### config.mk
export PLATFORM = sky130hd
export DESIGN_NAME = buck_supervisor
export DESIGN_NICKNAME = d
export VERILOG_FILES = /design/src/core/buck_sup_pkg.sv /design/src/core/gate_deadtime.sv /design/src/core/buck_supervisor.sv
export SDC_FILE = /design/constraint.sdc
export NUM_CORES = 1
export LEC_CHECK = 0
export ABC_AREA = 1
export ABC_CLOCK_PERIOD_IN_PS = 3650
export BUFFER_PORTS_ARGS = -buffer_cell sky130_fd_sc_hd__buf_2
export CAP_MARGIN = 20
export CORE_UTILIZATION = 57
export CTS_CLUSTER_DIAMETER = 200
export CTS_CLUSTER_SIZE = 30
export DETAILED_ROUTE_END_ITERATION = 10
export PLACE_DENSITY = 0.9
export RECOVER_POWER = 50
export SLEW_MARGIN = 10
export SYNTH_ARGS = -nofsm -noshare
export SYNTH_HDL_FRONTEND = slang
export SYNTH_SLANG_ARGS = --single-unit
### constraint.sdc
create_clock -name CLOCK_I -period 3.65 [get_ports CLOCK_I]
set_input_delay 0.73 -clock CLOCK_I [delete_from_list [all_inputs] [get_ports CLOCK_I]]
set_output_delay 0.73 -clock CLOCK_I [all_outputs]
set_load 0.02 [all_outputs]
### src/core/buck_sup_pkg.sv
package buck_sup_pkg;
  localparam int unsigned CLK_PERIOD_PS = 4000;
  localparam int unsigned ZERO_CUR_DELAY_PS = 35000;
  localparam int unsigned ZERO_CUR_CYC = (ZERO_CUR_DELAY_PS + CLK_PERIOD_PS - 1) / CLK_PERIOD_PS;
  localparam int unsigned BLANK_PS = 20000;
  localparam int unsigned BLANK_CYC = (BLANK_PS + CLK_PERIOD_PS - 1) / CLK_PERIOD_PS;
  localparam int unsigned SS_DELAY_TICKS = 16;
  localparam int unsigned SS_STEP_TICKS = 16;
  localparam int unsigned NOLOAD_TICKS = 2;
  localparam int unsigned OC_WAIT_TICKS = 4096;
  localparam logic [11:0] REG_CTRL = 12'h000;
  localparam logic [11:0] REG_STATUS = 12'h004;
  localparam logic [11:0] REG_CODE = 12'h008;
  localparam int unsigned CTRL_MODE_LSB = 0;
  localparam int unsigned CTRL_TGT_LSB = 8;
  localparam int unsigned ST_POWER_GOOD_OUTPUT_BIT = 0;
  localparam int unsigned ST_OV_BIT = 1;
  localparam int unsigned ST_UV_BIT = 2;
  localparam int unsigned ST_DRV_BIT = 3;
  localparam int unsigned ST_OVSD_BIT = 4;
  localparam int unsigned ST_STATE_LSB = 8;
  localparam int unsigned ST_REF_LSB = 16;
  localparam logic [7:0] TGT_RESET = 8'h60;
  localparam logic [1:0] MODE_SIX = 2'h0;
  localparam logic [1:0] MODE_FIVE_LO = 2'h1;
  localparam logic [1:0] MODE_FIVE_HI = 2'h2;
  localparam logic [1:0] OVSEL_TGT = 2'h0;
  localparam logic [1:0] OVSEL_FIX_LO = 2'h1;
  localparam logic [1:0] OVSEL_FIX_HI = 2'h2;
  localparam logic [1:0] OVSEL_SD = 2'h3;
  localparam logic [5:0] NOLOAD_A = 6'h3f;
  localparam logic [5:0] NOLOAD_B = 6'h3e;
  localparam logic [4:0] NOLOAD_5 = 5'h1f;
  localparam logic [5:0] CODE_RESET = 6'h3f;

  typedef enum logic [2:0] {S_SHUT, S_DELAY, S_RAMP, S_RUN, S_OCWAIT, S_NLWAIT} sup_state_t;

  function automatic logic is_noload(input logic [1:0] mode, input logic [5:0] code);
    if (mode == MODE_SIX || mode == 2'h3) begin
      return code == NOLOAD_A || code == NOLOAD_B;
    end
    return code[4:0] == NOLOAD_5;
  endfunction : is_noload

  function automatic logic last_tick(input logic [12:0] c, input int unsigned len);
    return c == 13'(len - 1);
  endfunction : last_tick
endpackage : buck_sup_pkg

### src/core/gate_deadtime.sv
module gate_deadtime
  import buck_sup_pkg::*;
(
  input wire logic clk_i,
  input wire logic rst_n_i,
  input wire logic ce_i,
  input wire logic en_i,
  input wire logic force_ls_i,
  input wire logic drive_i,
  input wire logic node_neg_i,
  input wire logic node_pos_i,
  input wire logic ls_low_i,
  input wire logic hs_margin_i,
  output logic hs_o,
  output logic ls_o
);
  typedef enum logic [2:0] {D_IDLE, D_LS_ON, D_LS_OFF, D_HS_ON, D_HS_OFF} dt_state_t;
  typedef struct packed {
    dt_state_t st;
    logic [3:0] cnt;
    logic [3:0] zc;
    logic hs;
    logic ls;
  } dt_t;

  dt_t q;
  dt_t n;
  logic drv;
  logic blanked;

  always_comb begin
    n = q;
    drv = drive_i && !force_ls_i;
    blanked = q.cnt < 4'(BLANK_CYC);
    n.cnt = (q.cnt == 4'hf) ? q.cnt : q.cnt + 4'h1;
    n.zc = !ls_low_i ? 4'h0 : ((q.zc == 4'hf) ? q.zc : q.zc + 4'h1);
    case (q.st)
      D_IDLE: begin
        if (en_i || force_ls_i) begin
          n.st = D_LS_ON;
        end
      end
      D_LS_ON: begin
        if (drv) begin
          n.st = D_LS_OFF;
          n.cnt = 4'h0;
          n.zc = 4'h0;
        end
      end
      D_LS_OFF: begin
        // Node edges from the falling low-side gate are ignored while blanked
        if (!drv) begin
          n.st = D_LS_ON;
        end else if (!blanked && (node_neg_i || node_pos_i)) begin
          n.st = D_HS_ON;
        end else if (q.zc >= 4'(ZERO_CUR_CYC)) begin
          n.st = D_HS_ON;
        end
      end
      D_HS_ON: begin
        if (!drv) begin
          n.st = D_HS_OFF;
        end
      end
      D_HS_OFF: begin
        if (hs_margin_i || !node_pos_i) begin
          n.st = D_LS_ON;
        end
      end
      default: n.st = D_IDLE;
    endcase
    if (!en_i && !force_ls_i) begin
      n.st = D_IDLE;
    end
    n.hs = n.st == D_HS_ON;
    n.ls = n.st == D_LS_ON;
  end

  always_ff @(posedge clk_i) begin
    if (!rst_n_i) begin
      q <= '0;
    end else if (ce_i) begin
      q <= n;
    end
  end

  assign hs_o = q.hs;
  assign ls_o = q.ls;
endmodule : gate_deadtime

### src/core/buck_supervisor.sv
// What this block does
// - After low-side off, high side waits for switch node trip point.
// - Zero current: high side released fixed delay after low gate low.
// - Low-side falling disturbance on switch node is blanked.
// - Low side released on high-gate margin or switch node below threshold.
// - Shutdown without overvoltage puts modulator outputs in high impedance, switches off.
// - Both supplies must pass rising reset thresholds, with hysteresis.
// - Threshold enable must pass its level, with hysteresis.
// - No-load codes per mode shut down; any other code starts.
// - No-load code: two cycles, then shutdown trip level, modulation off.
// - No-load code never clears an overvoltage condition.
// - Soft-start begins the cycle all qualifications hold.
// - Sixteen-cycle delay, then one reference step per sixteen cycles.
// - Drivers held off while feedback above ramp reference.
// - Pre-charge above target: drivers enabled when soft-start ends.
// - Power-good low in shutdown, high only after soft-start.
// - Power-good low on faults and on any disable cause.
// - Undervoltage only lowers power-good; recovery at higher fraction.
// - Soft-start trip level is min of target-based and mode fixed level.
// - After soft-start only target-based trip level applies.
// - Overvoltage release margin depends on which level tripped.
// - Overvoltage forces low sides on and power-good low.
// - Overvoltage clearing resumes regulation and power-good.
// - Overcurrent: switches off, wait 4096 cycles, retry if enabled.
// - Open sense shuts down; restart from soft-start when cleared.
module buck_supervisor
  import buck_sup_pkg::*;
#(
  parameter int unsigned NPH = 2,
  parameter int unsigned OC_WAIT = OC_WAIT_TICKS
) (
  input wire logic CLOCK_I,
  input wire logic RST_N_I,
  input wire logic CE_I,
  input wire logic PSEL_I,
  input wire logic PENABLE_I,
  input wire logic PWRITE_I,
  input wire logic [11:0] PADDR_I,
  input wire logic [31:0] PWDATA_I,
  input wire logic [3:0] PSTRB_I,
  output logic [31:0] PRDATA_O,
  output logic PREADY_O,
  output logic PSLVERR_O,
  input wire logic BIAS_SUPPLY_HI_I,
  input wire logic BIAS_SUPPLY_LO_I,
  input wire logic DRIVER_SUPPLY_HI_I,
  input wire logic DRIVER_SUPPLY_LO_I,
  input wire logic THRESHOLD_ENABLE_INPUT_HI_I,
  input wire logic THRESHOLD_ENABLE_INPUT_LO_I,
  input wire logic SWITCH_CYCLE_I,
  input wire logic FEEDBACK_NODE_ABOVE_REF_I,
  input wire logic UV_BELOW_TRIP_I,
  input wire logic UV_ABOVE_RECOVER_I,
  input wire logic OV_ABOVE_TARGET_I,
  input wire logic OV_ABOVE_FIXED_I,
  input wire logic OV_ABOVE_TARGET_REL_I,
  input wire logic OV_ABOVE_FIXED_REL_I,
  input wire logic OVERCURRENT_I,
  input wire logic LOCAL_OUTPUT_SENSE_HIGH_I,
  input wire logic [5:0] VOLTAGE_ID_CODE_I,
  input wire logic [NPH-1:0] DRIVE_I,
  input wire logic [NPH-1:0] NODE_BELOW_NEG_I,
  input wire logic [NPH-1:0] NODE_ABOVE_POS_I,
  input wire logic [NPH-1:0] LS_GATE_LOW_I,
  input wire logic [NPH-1:0] HS_MARGIN_I,
  output logic [NPH-1:0] HIGH_SIDE_GATE_O,
  output logic [NPH-1:0] LOW_SIDE_GATE_O,
  output logic MOD_HIZ_O,
  output logic POWER_GOOD_OUTPUT_O,
  output logic POWER_GOOD_OUTPUT_OE_N_O,
  output logic [7:0] REF_STEP_O,
  output logic [1:0] OV_LEVEL_SEL_O
);
  localparam int unsigned GW = 22 + 5 * NPH;

  typedef struct packed {
    logic [GW-1:0] s1;
    logic [GW-1:0] s2;
    logic sw_prev;
    logic vcc_ok;
    logic drv_ok;
    logic en_ok;
    logic [5:0] code;
    sup_state_t state;
    logic [12:0] cnt;
    logic [7:0] ref_step;
    logic drv_en;
    logic ov;
    logic ov_fix;
    logic ov_sd;
    logic uv;
    logic power_good_output;
    logic pg_low;
    logic hiz;
    logic [1:0] ov_sel;
    logic [1:0] mode;
    logic [7:0] target;
    logic pready;
    logic pslverr;
    logic [31:0] prdata;
  } sup_t;

  sup_t q;
  sup_t n;
  logic [GW-1:0] raw;
  logic vcc_hi, vcc_lo, drv_hi, drv_lo, en_hi, en_lo;
  logic sw_s, fb_above, uv_below, uv_rec;
  logic ov_tgt, ov_fixd, ov_tgt_rel, ov_fix_rel, oc_s, open_s;
  logic [5:0] code_s;
  logic [NPH-1:0] ph_drive, ph_neg, ph_pos, ph_lsl, ph_mrg;
  logic tick, noload, kill, qual, ss, fix_en;
  logic [31:0] status;

  assign raw = {BIAS_SUPPLY_HI_I, BIAS_SUPPLY_LO_I, DRIVER_SUPPLY_HI_I, DRIVER_SUPPLY_LO_I,
                THRESHOLD_ENABLE_INPUT_HI_I, THRESHOLD_ENABLE_INPUT_LO_I, SWITCH_CYCLE_I,
                FEEDBACK_NODE_ABOVE_REF_I, UV_BELOW_TRIP_I, UV_ABOVE_RECOVER_I, OV_ABOVE_TARGET_I,
                OV_ABOVE_FIXED_I, OV_ABOVE_TARGET_REL_I, OV_ABOVE_FIXED_REL_I, OVERCURRENT_I,
                LOCAL_OUTPUT_SENSE_HIGH_I, VOLTAGE_ID_CODE_I, DRIVE_I, NODE_BELOW_NEG_I,
                NODE_ABOVE_POS_I, LS_GATE_LOW_I, HS_MARGIN_I};
  // Only the second stage is decoded; the first stage may be metastable
  assign {vcc_hi, vcc_lo, drv_hi, drv_lo, en_hi, en_lo, sw_s, fb_above, uv_below, uv_rec, ov_tgt,
          ov_fixd, ov_tgt_rel, ov_fix_rel, oc_s, open_s, code_s, ph_drive, ph_neg, ph_pos, ph_lsl,
          ph_mrg} = q.s2;

  assign tick = sw_s && !q.sw_prev;
  assign noload = is_noload(q.mode, q.code);
  assign kill = !q.vcc_ok || !q.drv_ok || !q.en_ok || open_s;
  assign qual = !kill && !noload;
  assign fix_en = q.ov_sel == OVSEL_FIX_LO || q.ov_sel == OVSEL_FIX_HI;

  always_comb begin
    n = q;
    n.s1 = raw;
    n.s2 = q.s1;
    n.sw_prev = sw_s;
    n.pg_low = 1'b0;
    n.pready = 1'b0;
    if (vcc_hi) begin
      n.vcc_ok = 1'b1;
    end else if (!vcc_lo) begin
      n.vcc_ok = 1'b0;
    end
    if (drv_hi) begin
      n.drv_ok = 1'b1;
    end else if (!drv_lo) begin
      n.drv_ok = 1'b0;
    end
    if (en_hi) begin
      n.en_ok = 1'b1;
    end else if (!en_lo) begin
      n.en_ok = 1'b0;
    end
    if (tick) begin
      n.code = code_s;
      n.cnt = q.cnt + 13'h1;
    end
    case (q.state)
      S_SHUT: begin
        n.drv_en = 1'b0;
        if (qual) begin
          n.state = S_DELAY;
          n.cnt = '0;
          n.ref_step = '0;
          n.ov_sd = 1'b0;
        end
      end
      S_DELAY: begin
        if (tick && last_tick(q.cnt, SS_DELAY_TICKS)) begin
          n.state = S_RAMP;
          n.cnt = '0;
        end
      end
      S_RAMP: begin
        if (!fb_above) begin
          n.drv_en = 1'b1;
        end
        if (tick && last_tick(q.cnt, SS_STEP_TICKS)) begin
          n.cnt = '0;
          if (q.ref_step < q.target) begin
            n.ref_step = q.ref_step + 8'h1;
          end
          // The step that reaches the target ends soft-start, no extra period
          if (n.ref_step >= q.target) begin
            n.state = S_RUN;
            n.drv_en = 1'b1;
          end
        end
      end
      S_RUN: n.drv_en = 1'b1;
      S_OCWAIT: begin
        n.drv_en = 1'b0;
        if (tick && last_tick(q.cnt, OC_WAIT)) begin
          n.cnt = '0;
          n.ref_step = '0;
          n.state = qual ? S_DELAY : S_SHUT;
        end
      end
      S_NLWAIT: begin
        // Modulation continues through the wait
        if (tick && last_tick(q.cnt, NOLOAD_TICKS)) begin
          n.state = S_SHUT;
          n.ov_sd = 1'b1;
          n.drv_en = 1'b0;
        end
      end
      default: n.state = S_SHUT;
    endcase
    if (kill) begin
      n.state = S_SHUT;
      n.drv_en = 1'b0;
    end else if (noload && q.state != S_SHUT && q.state != S_NLWAIT && q.state != S_OCWAIT) begin
      n.state = S_NLWAIT;
      n.cnt = '0;
    end else if (oc_s && (q.state == S_DELAY || q.state == S_RAMP || q.state == S_RUN)) begin
      n.state = S_OCWAIT;
      n.cnt = '0;
      n.drv_en = 1'b0;
    end
    // The no-load path never touches ov, so a clamp outlives it
    if (!q.ov) begin
      if (ov_tgt || (fix_en && ov_fixd)) begin
        n.ov = 1'b1;
        n.ov_fix = !ov_tgt;
      end
    end else if (q.ov_fix ? !ov_fix_rel : !ov_tgt_rel) begin
      n.ov = 1'b0;
    end
    ss = n.state == S_DELAY || n.state == S_RAMP;
    if (n.ov_sd) begin
      n.ov_sel = OVSEL_SD;
    end else if (ss) begin
      n.ov_sel = (q.mode == MODE_FIVE_HI) ? OVSEL_FIX_HI : OVSEL_FIX_LO;
    end else begin
      n.ov_sel = OVSEL_TGT;
    end
    if (uv_below) begin
      n.uv = 1'b1;
    end else if (uv_rec) begin
      n.uv = 1'b0;
    end
    n.power_good_output = n.state == S_RUN && !n.ov && !n.uv;
    n.hiz = n.state == S_SHUT && !n.ov;
    status = '0;
    status[ST_POWER_GOOD_OUTPUT_BIT] = q.power_good_output;
    status[ST_OV_BIT] = q.ov;
    status[ST_UV_BIT] = q.uv;
    status[ST_DRV_BIT] = q.drv_en;
    status[ST_OVSD_BIT] = q.ov_sd;
    status[ST_STATE_LSB +: 3] = q.state;
    status[ST_REF_LSB +: 8] = q.ref_step;
    if (PSEL_I && !PENABLE_I) begin
      n.pready = 1'b1;
      n.pslverr = 1'b0;
      n.prdata = '0;
      case (PADDR_I)
        REG_CTRL: begin
          n.prdata[CTRL_MODE_LSB +: 2] = q.mode;
          n.prdata[CTRL_TGT_LSB +: 8] = q.target;
        end
        REG_STATUS: n.prdata = status;
        REG_CODE: n.prdata[5:0] = q.code;
        default: n.pslverr = 1'b1;
      endcase
    end
    if (PSEL_I && PENABLE_I && q.pready && PWRITE_I && PADDR_I == REG_CTRL) begin
      if (PSTRB_I[0]) begin
        n.mode = PWDATA_I[CTRL_MODE_LSB +: 2];
      end
      if (PSTRB_I[1]) begin
        n.target = PWDATA_I[CTRL_TGT_LSB +: 8];
      end
    end
  end

  always_ff @(posedge CLOCK_I) begin
    if (!RST_N_I) begin
      q <= '0;
      q.code <= CODE_RESET;
      q.target <= TGT_RESET;
      q.hiz <= 1'b1;
    end else if (CE_I) begin
      q <= n;
    end
  end

  for (genvar p = 0; p < NPH; p++) begin : g_phase
    gate_deadtime u_dt (
      .clk_i(CLOCK_I),
      .rst_n_i(RST_N_I),
      .ce_i(CE_I),
      .en_i(q.drv_en && !q.hiz),
      .force_ls_i(q.ov),
      .drive_i(ph_drive[p]),
      .node_neg_i(ph_neg[p]),
      .node_pos_i(ph_pos[p]),
      .ls_low_i(ph_lsl[p]),
      .hs_margin_i(ph_mrg[p]),
      .hs_o(HIGH_SIDE_GATE_O[p]),
      .ls_o(LOW_SIDE_GATE_O[p])
    );
  end

  assign PRDATA_O = q.prdata;
  assign PREADY_O = q.pready;
  assign PSLVERR_O = q.pslverr;
  assign MOD_HIZ_O = q.hiz;
  assign POWER_GOOD_OUTPUT_O = q.pg_low;
  assign POWER_GOOD_OUTPUT_OE_N_O = q.power_good_output;
  assign REF_STEP_O = q.ref_step;
  assign OV_LEVEL_SEL_O = q.ov_sel;
endmodule : buck_supervisor

**Yosys cells after proc, flatten, opt, wreduce, memory -nomap -nowiden**

Index checks and enable logic that the tools add are counted.
W data, S select, Z words.

- $add $sub $neg: 6
- Magnitude comparators: 6
- Equality and inequality tests: 44
- Mux-type cells: 79
- Bitwise gates (word level): 1
- Reduce and logical (&&, ||, !) cells: 77

Operator list:

| kind | count |
|---|---|
| $pmux W13 S4 | 1 |
| $mux W3 | 17 |
| $mux W16 | 3 |
| $mux W24 | 2 |
| $mux W8 | 6 |
| $mux W34 | 1 |
| $eq A3 B2 Y1 const B | 10 |
| $pmux W3 S5 | 2 |
| $mux W13 | 2 |
| $mux W1 | 25 |
| $mux W25 | 1 |
| $logic_and A1 B1 Y1 | 24 |
| $mux W4 | 6 |
| $pmux W8 S3 | 1 |
| $mux W11 | 2 |
| $logic_not A1 Y1 | 19 |
| $eq A3 B1 Y1 const B | 6 |
| $pmux W3 S6 | 1 |
| $add A4 B1 Y4 const B | 4 |
| $eq A4 B4 Y1 const B | 4 |
| $pmux W8 S2 | 1 |
| $logic_or A1 B1 Y1 | 15 |
| $add A13 B1 Y13 const B | 1 |
| $eq A13 B1 Y1 const B | 1 |
| 32 further kinds | 58 |

- Register bits after elaboration: 175
- Input bits: 86
- Logic and storage cells: 246

**Longest topological paths before layout**

- Depth after elaboration: 16
- Mapped depth: 28

**Cells and area by module**

Synthesis repeated with hierarchy kept, for this count alone.

- Cells, all modules: 1,171
- Area, all modules: 8,408.1 sq um

By module, submodules not included:

| module | instances | cells an instance | area an instance (sq um) | seq. area each (sq um) |
|---|---|---|---|---|
| buck_supervisor | 1 | 939 | 6,736.5 | 2,822.7 |
| gate_deadtime | 2 | 116 | 835.8 | 260.2 |

**Worst setup path after synthesis**

OpenSTA, ideal clock, no wires.

- Path type: register to register
- Start: register q[35] (netlist name)
- End: register q, in the netlist OV_LEVEL_SEL_O[0]
- Setup time: 123 ps
- Data arrival time: 2,502 ps
- Required time: 3,527 ps
- Slack: 1,025 ps
- Cell stages (with the launch flop): 26
- Period minus slack after synthesis: 2,625 ps
- Path through: dfxtp_1 -> inv_1 -> ha_1 -> o21ai_0 -> nand2_1 -> nand3_1 -> nand2_1 -> nand4_1 -> nand2_1 -> inv_1 -> buf_2 -> o21ai_0 -> inv_1 -> ha_1 -> a21oi_1 -> inv_1 -> nor2_1 -> nand2_1 -> nand2_1 -> nand3_1 -> nand2_1 -> nand2_1 -> nand2_1 -> nand2_1 -> nand3_1 -> a21oi_1

- Longest elaborated chain between the ends: 15
- Elaborated cells on any way between the ends: 16
- Classes of those cells: order compare (2); eq/ne (2); mux (11); reduce/logical (1)

Ends and longest elaborated chain:

| what | RTL line | source |
|---|---|---|
| start, declared | buck_supervisor.sv:103 | `sup_t q;` |
| start signal, assigned | buck_supervisor.sv:282 | `q <= n;` |
| $lt A8 B8 Y1 | buck_supervisor.sv:179 | `if (q.ref_step < q.target) begin` |
| $mux W8 | buck_supervisor.sv:179 |  |
| $mux W8 | buck_supervisor.sv:177 | `if (tick && last_tick(q.cnt, SS_STEP_TICKS)) begin` |
| $mux W8 | buck_supervisor.sv:157 | `case (q.state)` |
| $ge A8 B8 Y1 (*) | buck_supervisor.sv:183 | `if (n.ref_step >= q.target) begin` |
| $mux W3 (*) | buck_supervisor.sv:183 |  |
| $mux W25 (*) | buck_supervisor.sv:177 |  |
| $pmux W3 S6 (*) | buck_supervisor.sv:157 |  |
| $mux W16 (*) | buck_supervisor.sv:214 | `end else if (oc_s && (q.state == S_DELAY \|\| q.state == S_RAMP \|\| q.state == S_RUN)) begin` |
| $mux W16 (*) | buck_supervisor.sv:211 | `end else if (noload && q.state != S_SHUT && q.state != S_NLWAIT && q.state != S_OCWAIT) begin` |
| $mux W3 (*) | buck_supervisor.sv:208 | `if (kill) begin` |
| $eq A3 B1 Y1 or $eq A3 B2 Y1 (tied branches) | buck_supervisor.sv:228 | `ss = n.state == S_DELAY \|\| n.state == S_RAMP;` |
| $logic_or A1 B1 Y1 (*) | buck_supervisor.sv:228 |  |
| $mux W2 (*) | buck_supervisor.sv:231 | `end else if (ss) begin` |
| $mux W2 (*) | buck_supervisor.sv:229 | `if (n.ov_sd) begin` |

Every way passes the cells marked *; elsewhere a longest branch is shown, timed or not. The select of a mux whose other input is x is not followed.
A chain may end at the register's enable or synchronous reset.

**Worst setup path in the final report**

- Start: input CE_I
- End: register q, in the netlist PRDATA_O[15]

- Longest elaborated chain between the ends: 1

Ends and longest elaborated chain:

| what | RTL line | source |
|---|---|---|
| start, declared | buck_supervisor.sv:34 | `input wire logic CE_I,` |
| $reduce_and A2 Y1 (no line) | -- |  |

Every way passes these cells.

==> impl_metrics.py <==
metrics = {
    "timing": {
        "worst_pin_slew_ps": 1890,
        "hold_violations": 0,
        "fin_skew_ps": 13.2,
        "fin_crit_ps": 3250,
        "worst_hold_slack_ps": 461,
        "post-route-period-util_pct": 88.9,
        "relSlewSlack_pct": -27.3,
        "drv_slew": 20,
        "setup_slack_ps": 404,
        "setup_viol": 0,
        "fmax_ghz": 0.308,
        "rsz0062_at_grt": "no",
        "tns_ps": 0,
    },
    "finish": {
        "multi_input_area_mm2": 0.00400,
        "n_antenna_cell": 0,
        "syn_to_final_growth_pct": 9.72,
        "fin_nets": 1305,
        "nFillCells": 1148,
        "seq_area_mm2": 0.00334,
        "finalInstanceArea_mm2": 0.00911,
        "drive_above_1_share_pct": 10.3,
        "post-route-util_pct": 64.9,
    },
    "power": {
        "p_comb_share_pct": 8.8,
        "leakage_nw": 3.94,
        "powerDensity_mw_per_mm2": 444,
        "vdd_ir_drop_max_uv": 362,
        "p_switching_mw": 1.06,
        "internal-power_mw": 2.99,
        "switching_share_pct": 26.2,
        "power_frac_seq_pct": 48.4,
        "clkPwrFrac_pct": 42.8,
    },
    "routing": {
        "via_count": 7528,
        "drt_iter0_drc": 649,
        "ant_nets": 0,
        "routed_wl_um": 18700,
        "drtPass1Iterations": 5,
        "wl_per_cell_um": 13.5,
        "via_per_inst": 5.44,
        "drc_errors": 0,
    },
    "clock_network": {
        "cts_setup_buffers": 0,
        "cts_buffers": 17,
        "clkLatencyLatePin_ps": 440,
        "clk_root_buffer_cell": "clkbuf_16",
        "htreeDepth": 4,
        "cts.reportedPaths.clkPinSlew_ps": 60,
        "cts.sinks": 167,
        "cts_hold_buf": 0,
        "tritoncts": "done",
        "post_cts_resized": 0,
        "clk_path_buf_depth": 2,
    },
    "placed_design": {
        "port_buffers": 101,
        "gp_congestion": 0.897,
        "placed_cell_area_mm2": 0.00862,
        "dpl_worst_slack_ps": 613,
        "dp_hpwl_um": 12300,
    },
    "synth": {
        "synth_most_common_cell": "nor2_1",
        "yosysSeqAreaShare_pct": 40.3,
        "syn_inst": 1147,
        "synth.distinct_cells": 46,
        "yosys.area.top_type": "dfxtp_1",
        "synth_area_mm2": 0.00830,
        "ys_async_sr_fraction_pct": 0,
        "netlist_top_cells_count": "183 x nor2_1, 170 x nand2_1, 167 x dfxtp_1, 127 x o21ai_0, 111 x inv_1",
        "synth.avg_cell_area_um2": 7.24,
        "synth_edf_count": 0,
        "synth.area.top_cells": "dfxtp_1 40%, nor2_1 8.3%, nand2_1 7.7%",
        "synth_top_cell_area_share_pct": 40.3,
        "synth_ff_type": "dfxtp_1",
        "ys_warn_count": 0,
        "ys_seq_elements": 167,
    },
    "run_status": {
        "violations": "capacitance limit, slew limit",
        "status": "finished, violations left",
    },
    "global_routing": {
        "grt_util_met3_pct": 6.27,
        "grt_pass1_wl_um": 31300,
        "grt.overflow.total": 0,
        "grt_max_degree": 116,
        "grt_antenna_before_repair": 0,
        "grt_pass1_vias": 7007,
        "grt.busiest_layer": "met2",
        "track_usage_pct": 26.2,
        "met1_usage_pct": 33.2,
        "met2_usage_pct": 41.9,
    },
    "worst_setup_path": {
        "crit_path_end_kind": "register",
        "rrSetupSlack_ps": 520,
        "critPathKind": "primary input to register",
        "start_kind": "primary input",
        "crit_path_max_fanout": 26,
        "cp_data_required_time_ps": 4010,
        "critPathArrivalTime_ps": 3610,
    },
    "floorplan": {
        "start_util_pct": 59.1,
        "fp-row-count": 43,
        "core_area_mm2": 0.0140,
        "dieWidth_um": 123,
        "pin_count": 137,
        "dieArea_mm2": 0.0151,
        "dieHeight_um": 123,
    },
    "worst_hold_path": {
        "hold_path_class": "register to register",
    },
    "run": {
        "max-cap-violations": 1,
    },
}
-- state kept, by name, summed over array words and instances, names as in the netlist, 6 cells and up --
| register | count |
|---|---|
| q | 45 |
| n | 33 |
| PRDATA_O | 22 |
| g_phase.u_dt.q | 22 |
| REF_STEP_O | 8 |
| code_s | 6 |
-- worst max-delay path, cell delays in order --
cell,delay (ps)
clkbuf_1,250
clkinvlp_2,290
nor3_1,1520
buf_4,460
o21ai_0,150
a21oi_1,210
-- kinds of logic (layout without fill, tap and decap cells) --
logic type                 after synthesis  count (layout)  share of synthesized area (%)
xor gates and xnor gates                15              15                           1.58
other                                    1              11                         0.0452
adders and majority gates               29              29                           4.37
AOI/OAI and AO/OA                      274             274                           18.5
DFF                                    167             167                           40.3
and+or+nand+nor                        446             446                           23.3
buffers and inverters                  215             261                           12.0
-- per-layer routing --
layer / wire length [µm] / part of all wire (%)
met1: 8400 / 45
met2: 8800 / 47
met3: 1040 / 5.6
met4: 420 / 2.3
met5: 0 / 0
-- power by group through the flow --
| stage | Sequential [mW] | Clock [mW] | Combinational [mW] |
|---|---|---|---|
| 6_report | 1.96 | 1.73 | 0.358 |
| 5_1_grt | 1.97 | 1.82 | 0.406 |
| 4_1_cts | 1.96 | 1.73 | 0.360 |
| 3_5_place_dp | 1.99 | 0 | 0.353 |
| 3_3_place_gp | 1.99 | 0 | 0.345 |
| 2_1_floorplan | 1.98 | 0 | 0.279 |
-- final timing paths --
| check | start | end | cells after the start |
|---|---|---|---|
| worst max-delay path | CE_I | PRDATA_O[15] | 6 |
| worst min register to register | ov_tgt | q[51] | 1 |
| worst max register to register | REF_STEP_O[5] | OV_LEVEL_SEL_O[0] | 21 |
| worst min-delay path | ov_tgt | q[51] | 1 |
-- cell usage in the layout, fill, tap and decap left out, types with 3 or more instances in the layout --
| cell type | count |
|---|---|
| a211oi_1 | 9 |
| a21oi_1 | 88 |
| a221oi_1 | 4 |
| a22oi_1 | 5 |
| buf_2 | 63 |
| buf_4 | 5 |
| clkbuf_1 | 42 |
| clkbuf_16 | 17 |
| clkinvlp_4 | 4 |
| conb_1 | 11 |
| dfxtp_1 | 167 |
| ha_1 | 29 |
| inv_1 | 111 |
| inv_2 | 4 |
| inv_6 | 4 |
| nand2_1 | 170 |
| nand2_4 | 3 |
| nand3_1 | 39 |
| nand3b_1 | 4 |
| nand4_1 | 10 |
| nor2_1 | 183 |
| nor2_2 | 3 |
| nor2_4 | 4 |
| nor3_1 | 19 |
| nor4_1 | 3 |
| o211ai_1 | 20 |
| o21a_1 | 4 |
| o21ai_0 | 127 |
| o221ai_1 | 6 |
| o41ai_1 | 3 |
| xnor2_1 | 3 |
| xor2_1 | 12 |
-- layout make-up --
cell class	instances	share of cell area (%)
clock buffer	20	4.90
clock inverter	12	1.29
inverter	118	4.88
multi-input combinational	775	43.9
sequential	167	36.7
tap	180	2.47
timing repair buffer	111	5.85
-- stage by stage --
stage          cells  total power [mW]
3_3_place_gp    1351              2.33
5_1_grt         1383              4.19
2_1_floorplan   1157              2.26
3_5_place_dp    1351              2.35
4_1_cts         1383              4.05
6_report        1383              4.04
No activity file was read; power rests on OpenSTA's default activity.
